[config.mk]
export PLATFORM = sky130hd
export DESIGN_NAME = periodic_timer
export DESIGN_NICKNAME = d
export VERILOG_FILES = /design/src/periodic_timer_pkg.sv /design/src/periodic_timer.sv
export SDC_FILE = /design/constraint.sdc
export NUM_CORES = 1
export LEC_CHECK = 0
export CORE_UTILIZATION = 55
export DETAILED_ROUTE_END_ITERATION = 6
export DONT_BUFFER_PORTS = 1
export GPL_TIMING_DRIVEN = 0
export PLACE_DENSITY = 0.75
export SYNTH_ARGS = -nofsm -noshare
export SYNTH_HDL_FRONTEND = slang
export SYNTH_SLANG_ARGS = --single-unit
[constraint.sdc]
create_clock -name i_clock -period 4.9 [get_ports i_clock]
set_input_delay 0 -clock i_clock [delete_from_list [all_inputs] [get_ports i_clock]]
set_output_delay 0 -clock i_clock [all_outputs]
set_load 0.02 [all_outputs]
[src/periodic_timer_pkg.sv]
// Package for the 10-bit periodic timer: register offsets, field layouts,
// mode and clock-select codes, reset values and the state carrier struct.
// Assumes an 8-bit register port with byte-wide registers at small offsets.
package periodic_timer_pkg;

    // Register offsets on the 4-bit register address.
    localparam logic [3:0] ADDR_CONTROL_0 = 4'h0;
    localparam logic [3:0] ADDR_CONTROL_1 = 4'h1;
    localparam logic [3:0] ADDR_COUNT_LOW = 4'h2;
    localparam logic [3:0] ADDR_COUNT_HIGH = 4'h3;
    localparam logic [3:0] ADDR_COMPARE_A_LOW = 4'h4;
    localparam logic [3:0] ADDR_COMPARE_A_HIGH = 4'h5;
    localparam logic [3:0] ADDR_COMPARE_P_LOW = 4'h6;
    localparam logic [3:0] ADDR_COMPARE_P_HIGH = 4'h7;
    localparam logic [3:0] ADDR_MATCH_FLAGS = 4'h8;

    // Bit positions inside the match flag register (write one to clear).
    localparam int FLAG_A_BIT = 0;
    localparam int FLAG_P_BIT = 1;

    // Operating mode codes of the two-bit mode field.
    localparam logic [1:0] MODE_COMPARE = 2'h0;
    localparam logic [1:0] MODE_UNDEFINED = 2'h1;
    localparam logic [1:0] MODE_PWM = 2'h2;
    localparam logic [1:0] MODE_TIMER = 2'h3;

    // Pin function codes; their meaning depends on the mode.
    localparam logic [1:0] PIN_FN_00 = 2'h0;
    localparam logic [1:0] PIN_FN_01 = 2'h1;
    localparam logic [1:0] PIN_FN_10 = 2'h2;
    localparam logic [1:0] PIN_FN_11 = 2'h3;

    // Clock select codes.
    localparam logic [2:0] CLK_SYS_DIV4 = 3'h0;
    localparam logic [2:0] CLK_SYS = 3'h1;
    localparam logic [2:0] CLK_HIGH_DIV16 = 3'h2;
    localparam logic [2:0] CLK_HIGH_DIV64 = 3'h3;
    localparam logic [2:0] CLK_SUB_A = 3'h4;
    localparam logic [2:0] CLK_SUB_B = 3'h5;
    localparam logic [2:0] CLK_EXT_RISE = 3'h6;
    localparam logic [2:0] CLK_EXT_FALL = 3'h7;

    // Prescaler terminal values for the divided internal clocks.
    localparam logic [5:0] DIV4_LAST = 6'h03;
    localparam logic [5:0] DIV16_LAST = 6'h0f;
    localparam logic [5:0] DIV64_LAST = 6'h3f;

    // Counter limits and reset values.
    localparam logic [9:0] COUNT_MAX = 10'h3ff;
    localparam logic [9:0] COUNT_ZERO = 10'h000;
    localparam logic [7:0] CONTROL_RESET = 8'h00;

    // Control register 0 layout, bit 7 down to bit 3.
    typedef struct packed {
        logic pause;
        logic [2:0] clk_sel;
        logic on;
    } control_0_s;

    // Control register 1 layout, bit 7 down to bit 0.
    typedef struct packed {
        logic [1:0] mode;
        logic [1:0] pin_fn;
        logic init_lvl;
        logic invert;
        logic spare;
        logic clr_sel;
    } control_1_s;

    // Complete state of the timer block.
    typedef struct packed {
        control_0_s c0;
        control_1_s c1;
        logic [9:0] cmp_a;
        logic [9:0] cmp_p;
        logic [9:0] count;
        logic on_prev;
        logic pin_lvl;
        logic flag_a;
        logic flag_p;
        logic [5:0] div;
        logic ext_s1;
        logic ext_s2;
        logic ext_s3;
        logic sub_s1;
        logic sub_s2;
        logic sub_s3;
        logic [7:0] rdata;
        logic out;
    } state_s;

endpackage

[src/periodic_timer.sv]
// Top module of the 10-bit periodic timer with comparators A and P.
// Assumes a bus master that drives one-cycle strobes on i_clock and
// asynchronous external and sub clock pins, which are synchronised here.
//
// Functional notes
// - Ten-bit up-counter from internal or pin clock.
// - Comparators A and P compare all counter bits.
// - Software only clears counter, via counter_on rise.
// - Overflow or selected match clears counter, raises flag.
// - Pause bit freezes counter; clearing resumes counting.
// - Clock select picks system, divided, sub or pin-edge clock.
// - Counter_on runs counter; rise clears to zero.
// - Counter_on rise restores output initial level.
// - Mode field selects compare, PWM or timer.
// - Timer mode ignores pin function, output unused.
// - Compare mode A match: none, low, high, toggle.
// - PWM mode: inactive, active, PWM, single pulse.
// - Requested level equal initial gives no change.
// - Control 0 bits 2 to 0 read zero.
// - Counter read-only pair; compare pairs read-write.
// - Clear source picks A match or P/overflow.
// - Invert bit flips output, except timer and undefined modes.
// - Initial level bit sets start or active level.
// - A-clear in compare mode never sets P flag.
`timescale 1ns/1ns

module periodic_timer (
    input wire logic i_clock,
    input wire logic i_nrst,
    input wire logic [3:0] i_addr,
    input wire logic [7:0] i_wdata,
    input wire logic i_wr,
    input wire logic i_rd,
    input wire logic i_ext_clock_pin,
    input wire logic i_sub_clock,
    output logic [7:0] o_rdata,
    output logic o_timer_output_pin,
    output logic o_match_a_flag,
    output logic o_match_p_flag
);

    // Registered state and its next value.
    periodic_timer_pkg::state_s st_r;
    periodic_timer_pkg::state_s st_nxt;

    // Decoded mode conditions of the current state.
    logic is_sp; // Single pulse sub-mode.
    logic is_pwm; // PWM waveform or forced level sub-mode.
    logic is_cmp; // Compare match output mode.
    logic cmp_like; // Compare, timer or undefined mode: same counting rules.
    logic on_rise; // Counter_on went from zero to one.
    logic ext_edge; // Selected active edge of the external pin.
    logic sub_edge; // Rising edge of the sub clock.
    logic tick; // One counting step this cycle.
    logic match_a; // Comparator A matched on this step.
    logic match_p; // Comparator P matched on this step.
    logic ovf; // Counter wraps from its maximum on this step.
    logic clear_cnt; // Counter returns to zero after this step.

    // Output level as a function of a state, so the registered output always
    // agrees with the registered state and needs no extra cycle of skew.
    function automatic logic out_of(input periodic_timer_pkg::state_s s);
        logic active;
        logic lvl;
        active = 1'b0;
        lvl = 1'b0;
        if (s.c1.mode == periodic_timer_pkg::MODE_COMPARE) begin
            lvl = s.pin_lvl ^ s.c1.invert;
        end else if (s.c1.mode == periodic_timer_pkg::MODE_PWM) begin
            unique case (s.c1.pin_fn)
                periodic_timer_pkg::PIN_FN_00: active = 1'b0;
                periodic_timer_pkg::PIN_FN_01: active = 1'b1;
                periodic_timer_pkg::PIN_FN_10: active = (s.count < s.cmp_a);
                periodic_timer_pkg::PIN_FN_11: active = s.c0.on;
            endcase
            // Active level follows the initial level bit.
            lvl = (active ? s.c1.init_lvl : ~s.c1.init_lvl) ^ s.c1.invert;
        end else begin
            // Timer and undefined modes leave the pin unused and parked low.
            lvl = 1'b0;
        end
        return lvl;
    endfunction

    // Mode decode; the undefined code counts like timer mode.
    always_comb begin
        is_sp = (st_r.c1.mode == periodic_timer_pkg::MODE_PWM) &&
                (st_r.c1.pin_fn == periodic_timer_pkg::PIN_FN_11);
        is_pwm = (st_r.c1.mode == periodic_timer_pkg::MODE_PWM) && !is_sp;
        is_cmp = (st_r.c1.mode == periodic_timer_pkg::MODE_COMPARE);
        cmp_like = (st_r.c1.mode != periodic_timer_pkg::MODE_PWM);
        on_rise = st_r.c0.on && !st_r.on_prev;
    end

    // Clock source selection; only the second and third sync stages are read.
    always_comb begin
        sub_edge = st_r.sub_s2 && !st_r.sub_s3;
        if (st_r.c0.clk_sel == periodic_timer_pkg::CLK_EXT_FALL) begin
            ext_edge = !st_r.ext_s2 && st_r.ext_s3;
        end else begin
            ext_edge = st_r.ext_s2 && !st_r.ext_s3;
        end
        unique case (st_r.c0.clk_sel)
            periodic_timer_pkg::CLK_SYS_DIV4: tick = (st_r.div[1:0] == periodic_timer_pkg::DIV4_LAST[1:0]);
            periodic_timer_pkg::CLK_SYS: tick = 1'b1;
            periodic_timer_pkg::CLK_HIGH_DIV16: tick = (st_r.div[3:0] == periodic_timer_pkg::DIV16_LAST[3:0]);
            periodic_timer_pkg::CLK_HIGH_DIV64: tick = (st_r.div == periodic_timer_pkg::DIV64_LAST);
            periodic_timer_pkg::CLK_SUB_A: tick = sub_edge;
            periodic_timer_pkg::CLK_SUB_B: tick = sub_edge;
            periodic_timer_pkg::CLK_EXT_RISE: tick = ext_edge;
            periodic_timer_pkg::CLK_EXT_FALL: tick = ext_edge;
        endcase
        // Counting needs the timer on, not paused, and not in the clearing cycle.
        tick = tick && st_r.c0.on && !st_r.c0.pause && !on_rise;
    end

    // Comparator events; a zero A value never matches.
    always_comb begin
        match_a = tick && (st_r.cmp_a != periodic_timer_pkg::COUNT_ZERO) &&
                  (st_r.count == st_r.cmp_a);
        match_p = tick && (st_r.cmp_p != periodic_timer_pkg::COUNT_ZERO) &&
                  (st_r.count == st_r.cmp_p);
        ovf = tick && (st_r.count == periodic_timer_pkg::COUNT_MAX);
        if (is_sp) begin
            // Single pulse only restarts the counter on a counter_on rise.
            clear_cnt = 1'b0;
        end else if (cmp_like && st_r.c1.clr_sel) begin
            clear_cnt = match_a;
        end else begin
            clear_cnt = match_p || (ovf && st_r.cmp_p == periodic_timer_pkg::COUNT_ZERO);
        end
    end

    // Next-state logic: bus writes, counter, flags, pin level and read data.
    always_comb begin
        st_nxt = st_r;
        // Synchronisers: the first stage feeds only the second.
        st_nxt.ext_s1 = i_ext_clock_pin;
        st_nxt.ext_s2 = st_r.ext_s1;
        st_nxt.ext_s3 = st_r.ext_s2;
        st_nxt.sub_s1 = i_sub_clock;
        st_nxt.sub_s2 = st_r.sub_s1;
        st_nxt.sub_s3 = st_r.sub_s2;
        st_nxt.div = st_r.div + 6'h01;
        st_nxt.on_prev = st_r.c0.on;

        // Counter: no register write reaches it; only clears and steps.
        if (on_rise) begin
            st_nxt.count = periodic_timer_pkg::COUNT_ZERO;
        end else if (clear_cnt) begin
            st_nxt.count = periodic_timer_pkg::COUNT_ZERO;
        end else if (tick) begin
            st_nxt.count = st_r.count + 10'h001;
        end

        // Single pulse: A match ends the pulse by clearing counter_on, and an
        // external active edge starts one by setting it.
        if (is_sp && match_a) begin
            st_nxt.c0.on = 1'b0;
        end
        if (is_sp && ext_edge && !st_r.c0.on) begin
            st_nxt.c0.on = 1'b1;
        end

        // Pin level for compare mode; reset to the initial level on a rise.
        if (on_rise && st_r.c1.mode != periodic_timer_pkg::MODE_TIMER) begin
            st_nxt.pin_lvl = st_r.c1.init_lvl;
        end else if (is_cmp && match_a) begin
            // Driving the level it already has leaves the pin unchanged.
            unique case (st_r.c1.pin_fn)
                periodic_timer_pkg::PIN_FN_00: st_nxt.pin_lvl = st_r.pin_lvl;
                periodic_timer_pkg::PIN_FN_01: st_nxt.pin_lvl = 1'b0;
                periodic_timer_pkg::PIN_FN_10: st_nxt.pin_lvl = 1'b1;
                periodic_timer_pkg::PIN_FN_11: st_nxt.pin_lvl = ~st_r.pin_lvl;
            endcase
        end

        // Register writes; a software write of control 0 follows the hardware
        // updates above, so software has the last word on counter_on.
        if (i_wr) begin
            unique case (i_addr)
                periodic_timer_pkg::ADDR_CONTROL_0: st_nxt.c0 = i_wdata[7:3];
                periodic_timer_pkg::ADDR_CONTROL_1: st_nxt.c1 = i_wdata;
                periodic_timer_pkg::ADDR_COMPARE_A_LOW: st_nxt.cmp_a[7:0] = i_wdata;
                periodic_timer_pkg::ADDR_COMPARE_A_HIGH: st_nxt.cmp_a[9:8] = i_wdata[1:0];
                periodic_timer_pkg::ADDR_COMPARE_P_LOW: st_nxt.cmp_p[7:0] = i_wdata;
                periodic_timer_pkg::ADDR_COMPARE_P_HIGH: st_nxt.cmp_p[9:8] = i_wdata[1:0];
                periodic_timer_pkg::ADDR_MATCH_FLAGS: begin
                    // Write one to clear; a set in the same cycle wins below.
                    if (i_wdata[periodic_timer_pkg::FLAG_A_BIT]) begin
                        st_nxt.flag_a = 1'b0;
                    end
                    if (i_wdata[periodic_timer_pkg::FLAG_P_BIT]) begin
                        st_nxt.flag_p = 1'b0;
                    end
                end
                default: st_nxt.c0 = st_r.c0; // Counter and unmapped offsets store nothing; the write holds control 0 at its old value.
            endcase
        end

        // Flags are sticky; hardware set beats a software clear.
        if (match_a) begin
            st_nxt.flag_a = 1'b1;
        end
        if (!is_sp && !(cmp_like && st_r.c1.clr_sel) &&
            (match_p || (ovf && st_r.cmp_p == periodic_timer_pkg::COUNT_ZERO))) begin
            st_nxt.flag_p = 1'b1;
        end

        // Read data stands only in the cycle after the read strobe.
        st_nxt.rdata = 8'h00;
        if (i_rd) begin
            unique case (i_addr)
                periodic_timer_pkg::ADDR_CONTROL_0: st_nxt.rdata = {st_r.c0, 3'h0};
                periodic_timer_pkg::ADDR_CONTROL_1: st_nxt.rdata = st_r.c1;
                periodic_timer_pkg::ADDR_COUNT_LOW: st_nxt.rdata = st_r.count[7:0];
                periodic_timer_pkg::ADDR_COUNT_HIGH: st_nxt.rdata = {6'h00, st_r.count[9:8]};
                periodic_timer_pkg::ADDR_COMPARE_A_LOW: st_nxt.rdata = st_r.cmp_a[7:0];
                periodic_timer_pkg::ADDR_COMPARE_A_HIGH: st_nxt.rdata = {6'h00, st_r.cmp_a[9:8]};
                periodic_timer_pkg::ADDR_COMPARE_P_LOW: st_nxt.rdata = st_r.cmp_p[7:0];
                periodic_timer_pkg::ADDR_COMPARE_P_HIGH: st_nxt.rdata = {6'h00, st_r.cmp_p[9:8]};
                periodic_timer_pkg::ADDR_MATCH_FLAGS: st_nxt.rdata = {6'h00, st_r.flag_p, st_r.flag_a};
                default: st_nxt.rdata = 8'h00; // Unmapped offsets read as zero.
            endcase
        end

        // The output flip-flop mirrors the output function of the next state.
        st_nxt.out = out_of(st_nxt);
    end

    // State register; reset loads constants only.
    always_ff @(posedge i_clock or negedge i_nrst) begin
        if (!i_nrst) begin
            st_r <= '0;
        end else begin
            st_r <= st_nxt;
        end
    end

    // Outputs straight from the state flip-flops.
    assign o_rdata = st_r.rdata;
    assign o_timer_output_pin = st_r.out;
    assign o_match_a_flag = st_r.flag_a;
    assign o_match_p_flag = st_r.flag_p;
endmodule // periodic_timer

# ---- Word level (Yosys, flattened, before mapping)
# Cells that the tools add are included.
dict set report classes {
  order_cmp 1
  eq_ne 31
  multipliers 0
  mux 33
  shift 0
  reduce_logical 56
  add_sub_neg 2
  div 0
  bitwise 5
}
# operator n
set op_table {}
lappend op_table {{$pmux W8 S9} 1}
lappend op_table {{$mux W8} 4}
lappend op_table {{$mux W10} 3}
lappend op_table {{$mux W29} 1}
lappend op_table {{$logic_and A1 B1 Y1} 22}
lappend op_table {{$eq A10 B10 Y1} 2}
lappend op_table {{$reduce_bool A10 Y1} 2}
lappend op_table {{$eq A4 B3 Y1 const B} 4}
lappend op_table {{$mux W1} 16}
lappend op_table {{$eq A2 B2 Y1 const B} 7}
lappend op_table {{$eq A3 B3 Y1 const B} 4}
lappend op_table {{$reduce_bool A2 Y1} 6}
lappend op_table {{$add A10 B1 Y10 const B} 1}
lappend op_table {{$eq A10 B10 Y1 const B} 1}
lappend op_table {{$logic_not A10 Y1} 1}
lappend op_table {{$lt A10 B10 Y1} 1}
lappend op_table {{$pmux W5 S2} 1}
lappend op_table {{$logic_not A1 Y1} 9}
lappend op_table {{$reduce_and A3 Y1} 3}
lappend op_table {{$eq A4 B2 Y1 const B} 2}
lappend op_table {{$eq A4 B4 Y1 const B} 2}
lappend op_table {{$logic_not A2 Y1} 4}
lappend op_table {{$mux W2} 4}
lappend op_table {{$pmux W1 S4} 2}
lappend op_table {{other kinds (16)} 25}
dict set report totals {
  in_bits 18
  elab_cells 154
  ramBits 0
  ff_bits 68
  latchBits 0
  rom_bits 0
  mem_count 0
}

# ---- Longest topological paths before layout
dict set report logic_depth {
  depth_word 22
  depth_mapped 17
}

# ---- Least setup slack after synthesis
# OpenSTA, ideal clock, no wires.
dict set report synth_path {
  path_kind {register to register}
  start {register st_r[15] in the netlist's numbering}
  end {register st_r, in the netlist o_timer_output_pin}
  t_required_ps 4821
  path_stages_with_launch 18
  arrival_time_ps 3424
  setup_slack_ps 1396
  setup_ps 79
  cell_sequence {dfrtp_1 > ha_1 > nand3_1 > o21ai_0 > a2bb2oi_1 > nor2_1 > nand4_1 > or3_1 > a21oi_1 > ha_1 > a21o_1 > a21o_1 > a21oi_1 > o2111ai_1 > nand3_1 > mux2i_1 > nor3_1 > mux2i_1}
}
# item line
set synth_lines {}
lappend synth_lines {{start, declared} periodic_timer.sv:43} ;# periodic_timer_pkg::state_s st_r;
lappend synth_lines {{start signal, assigned} periodic_timer.sv:236} ;# st_r <= st_nxt;

==> results.toml <==
[sta]
post-route-min-period_ps = 4470
slew_headroom = 0.275
worst_pin_slew_ps = 1080
rsz0062_at_grt = "no"
finalCritPeriodShare = 0.913
setup_viol = 0
fmax_mhz = 224
slew_violations = 0
setup_tns_ps = 0
finalHoldViolations = 0
finClkSkew_ps = 11.8
timing.final.ws_setup_ps = 427

[clocking]
htree_levels = 3
cts_sinks = 68
numCtsBuffers = 9
cts_tree = "done"
clk_latency_ps = 350
clock_path_buffers = 2
post_cts_buffers = 0
cts_root_buf = "clkbuf_8"
ctsResizeCount = 0
clk_pin_slew_worst_paths_ps = 70

[logic_synthesis]
synth-edff-count = 0
synth_area_leaders = "dfrtp_1, mux2i_1, mux2_2"
ys_top_cells_by_count = "dfrtp_1, nand2_1, mux2i_1"
yosysSeqAreaShare = 0.442
synthesis.nets = 408
netlist_instances = 379
yosysMostFrequentCell = "dfrtp_1"
yosysTopAreaCell = "dfrtp_1"
synthArstFlopShare = 1.00
ys_warn_count = 0
synth_ff_type = "dfrtp_1"
syn_area_um2 = 3850
yosysTopAreaCellShare = 0.442
ys_types = 53
syn_area_per_cell_um2 = 10.2
ys_ff_latch = 68

[grt]
antenna_found_initial = 0
grt_pass1_vias = 2933
grt_pass1_wl_mm = 15.5
grt_max_degree = 69
overflow = 0
grt_util_all_layers = 0.283

[routing]
wl_per_cell_um = 19.2
dr.pass1.iters = 5
dr_wl_met3_um = 605
met1_length_mm = 4.46
viasPerCell = 6.14
vias = 3101
drc = 0
top_layer = "met4"
met2_length_mm = 4.38
antenna_left = 0
wl_mm = 9.71
drtIter0Drc = 269

[worst_setup_path]
required_ps = 5170
crit_type = "reg2reg"
endpoint_kind = "register"
crit_path_max_fanout = 9
arrival_ps = 4750
startpoint_type = "register"
reg2reg_depth = 16

[hold_path]
whs_path_depth = 3
hp-class = "in2reg"

[run_status]
status = "finished clean"

[floorplanning]
core_area_um2 = 6790
die_area_um2 = 7340
rows = 30
initial_core_util = 0.567
die_h_um = 85.7
die_x_um = 85.7
pin_count = 29

[run]
drv_cap = 0

[placed_design]
gp_congestion = 0.934
dpl_worst_slack_ps = 473
portBuffers = 0
dp_hpwl_mm = 7.09

[final_layout]
fill_cells = 579
area_growth_pct = 12.8
drive_above_1_share = 0.117
nets = 434
diodes = 0

[pwr]
power_density_nw_per_um2 = 373
peakVddDrop_mv = 0.228
p_leak_nw = 2.03
## registers in the layout (all words and copies together) (netlist names)
register	flops
st_nxt	5
o_rdata	8
o_match_a_flag	1
st_r	52
o_match_p_flag	1
o_timer_output_pin	1
## kinds of logic after synthesis
logic type / count (synthesis) / synth area share
buffers and inverters: 40 / 0.0474
muxes: 39 / 0.108
DFF: 68 / 0.442
adders and majority gates: 11 / 0.0357
AOI/OAI and AO/OA: 66 / 0.120
xor gates and xnor gates: 30 / 0.0682
and+or+nand+nor: 125 / 0.178
## final timing paths
kind / from / endpoint / slack [ps]
setup reg to reg: st_r[28] / o_timer_output_pin / 430
hold / removal: i_addr[1] / o_rdata[2] / 50
setup / recovery: st_r[28] / o_timer_output_pin / 430
max in group asynchronous: i_nrst / st_r[61] / 4420
min in group asynchronous: i_nrst / st_r[18] / 160
hold reg to reg: st_nxt[13] / st_nxt[12] / 360
## power by group
part	switching, W	internal [W]	total [W]
Clock	0.000209	0.000282	0.000491
Combinational	0.000190	0.000161	0.000351
Sequential	0.000133	0.000647	0.000780
## metal layers
metal,GRT usage,vias up
met5,0,-
met4,0.118,0
met3,0.0597,25
met2,0.434,134
met1,0.393,1522
li1,-,1420
## through the flow
step	total power [W]	instance area [µm²]	std cells	hold WS, ps	utilization
floorplan	0.000997	3850	379	-296	-
global placement	0.00109	3970	475	-293	0.584
detailed placement	0.00110	3970	475	-293	0.584
CTS	0.00162	4340	505	29.6	0.639
global route	0.00170	4340	505	50.2	0.639
finish	0.00162	4340	505	51.9	0.639
## layout make-up
cell class	instances	area (µm²)	share of cell area
multi-input cells	271	1970	0.453
flip-flops and latches	68	1700	0.392
repair buffers	15	168	0.0386
clock buffers	10	128	0.0294
well taps	96	120	0.0277
plain buffers	22	115	0.0265
clock inverters	5	77.6	0.0179
inverters	18	67.6	0.0156
## what timing repair did
| action | CTS | global route |
|---|---|---|
| hold endpoints to repair | 112 | 0 |
| hold buffers | 15 | 0 |
| setup endpoints to repair | 0 | 0 |
## critical path, cell delays in order, from the launching register on
cell,delay (ps)
dfrtp_1,320
clkbuf_1,350
xnor2_1,170
nand4_1,170
nor4_1,850
nand4b_1,300
nand3_1,360
a21oi_1,110
ha_1,340
a21o_1,200
a21o_1,170
a21oi_1,220
o2111ai_1,190
nand3_1,130
mux2i_1,70
nor3_1,250
mux2i_1,220
## placed cells by master, fill, tap and decap left out, types with 3 or more instances in the layout
cell type,netlist,final
dfrtp_1,68,68
nand2_1,32,32
mux2i_1,21,21
nor2_1,19,19
inv_1,18,18
mux2_2,17,17
xor2_1,16,16
xnor2_1,14,14
dlygate4sd3_1,0,14
clkbuf_1,12,13
a22oi_1,13,13
o21ai_0,12,12
nand3_1,11,11
a21oi_1,11,11
ha_1,11,11
nand4_1,10,10
clkbuf_8,0,9
buf_4,8,8
nor3_1,7,7
nand2b_1,6,6
nor4_1,6,6
a31oi_1,6,6
nor3b_1,5,5
and3_1,4,4
nand3b_1,4,4
a21o_1,4,4
nor2b_1,3,3
and2_1,3,3
or3_1,3,3
or4_1,3,3
o2111ai_1,3,3
(Power assumes the default switching activity.)
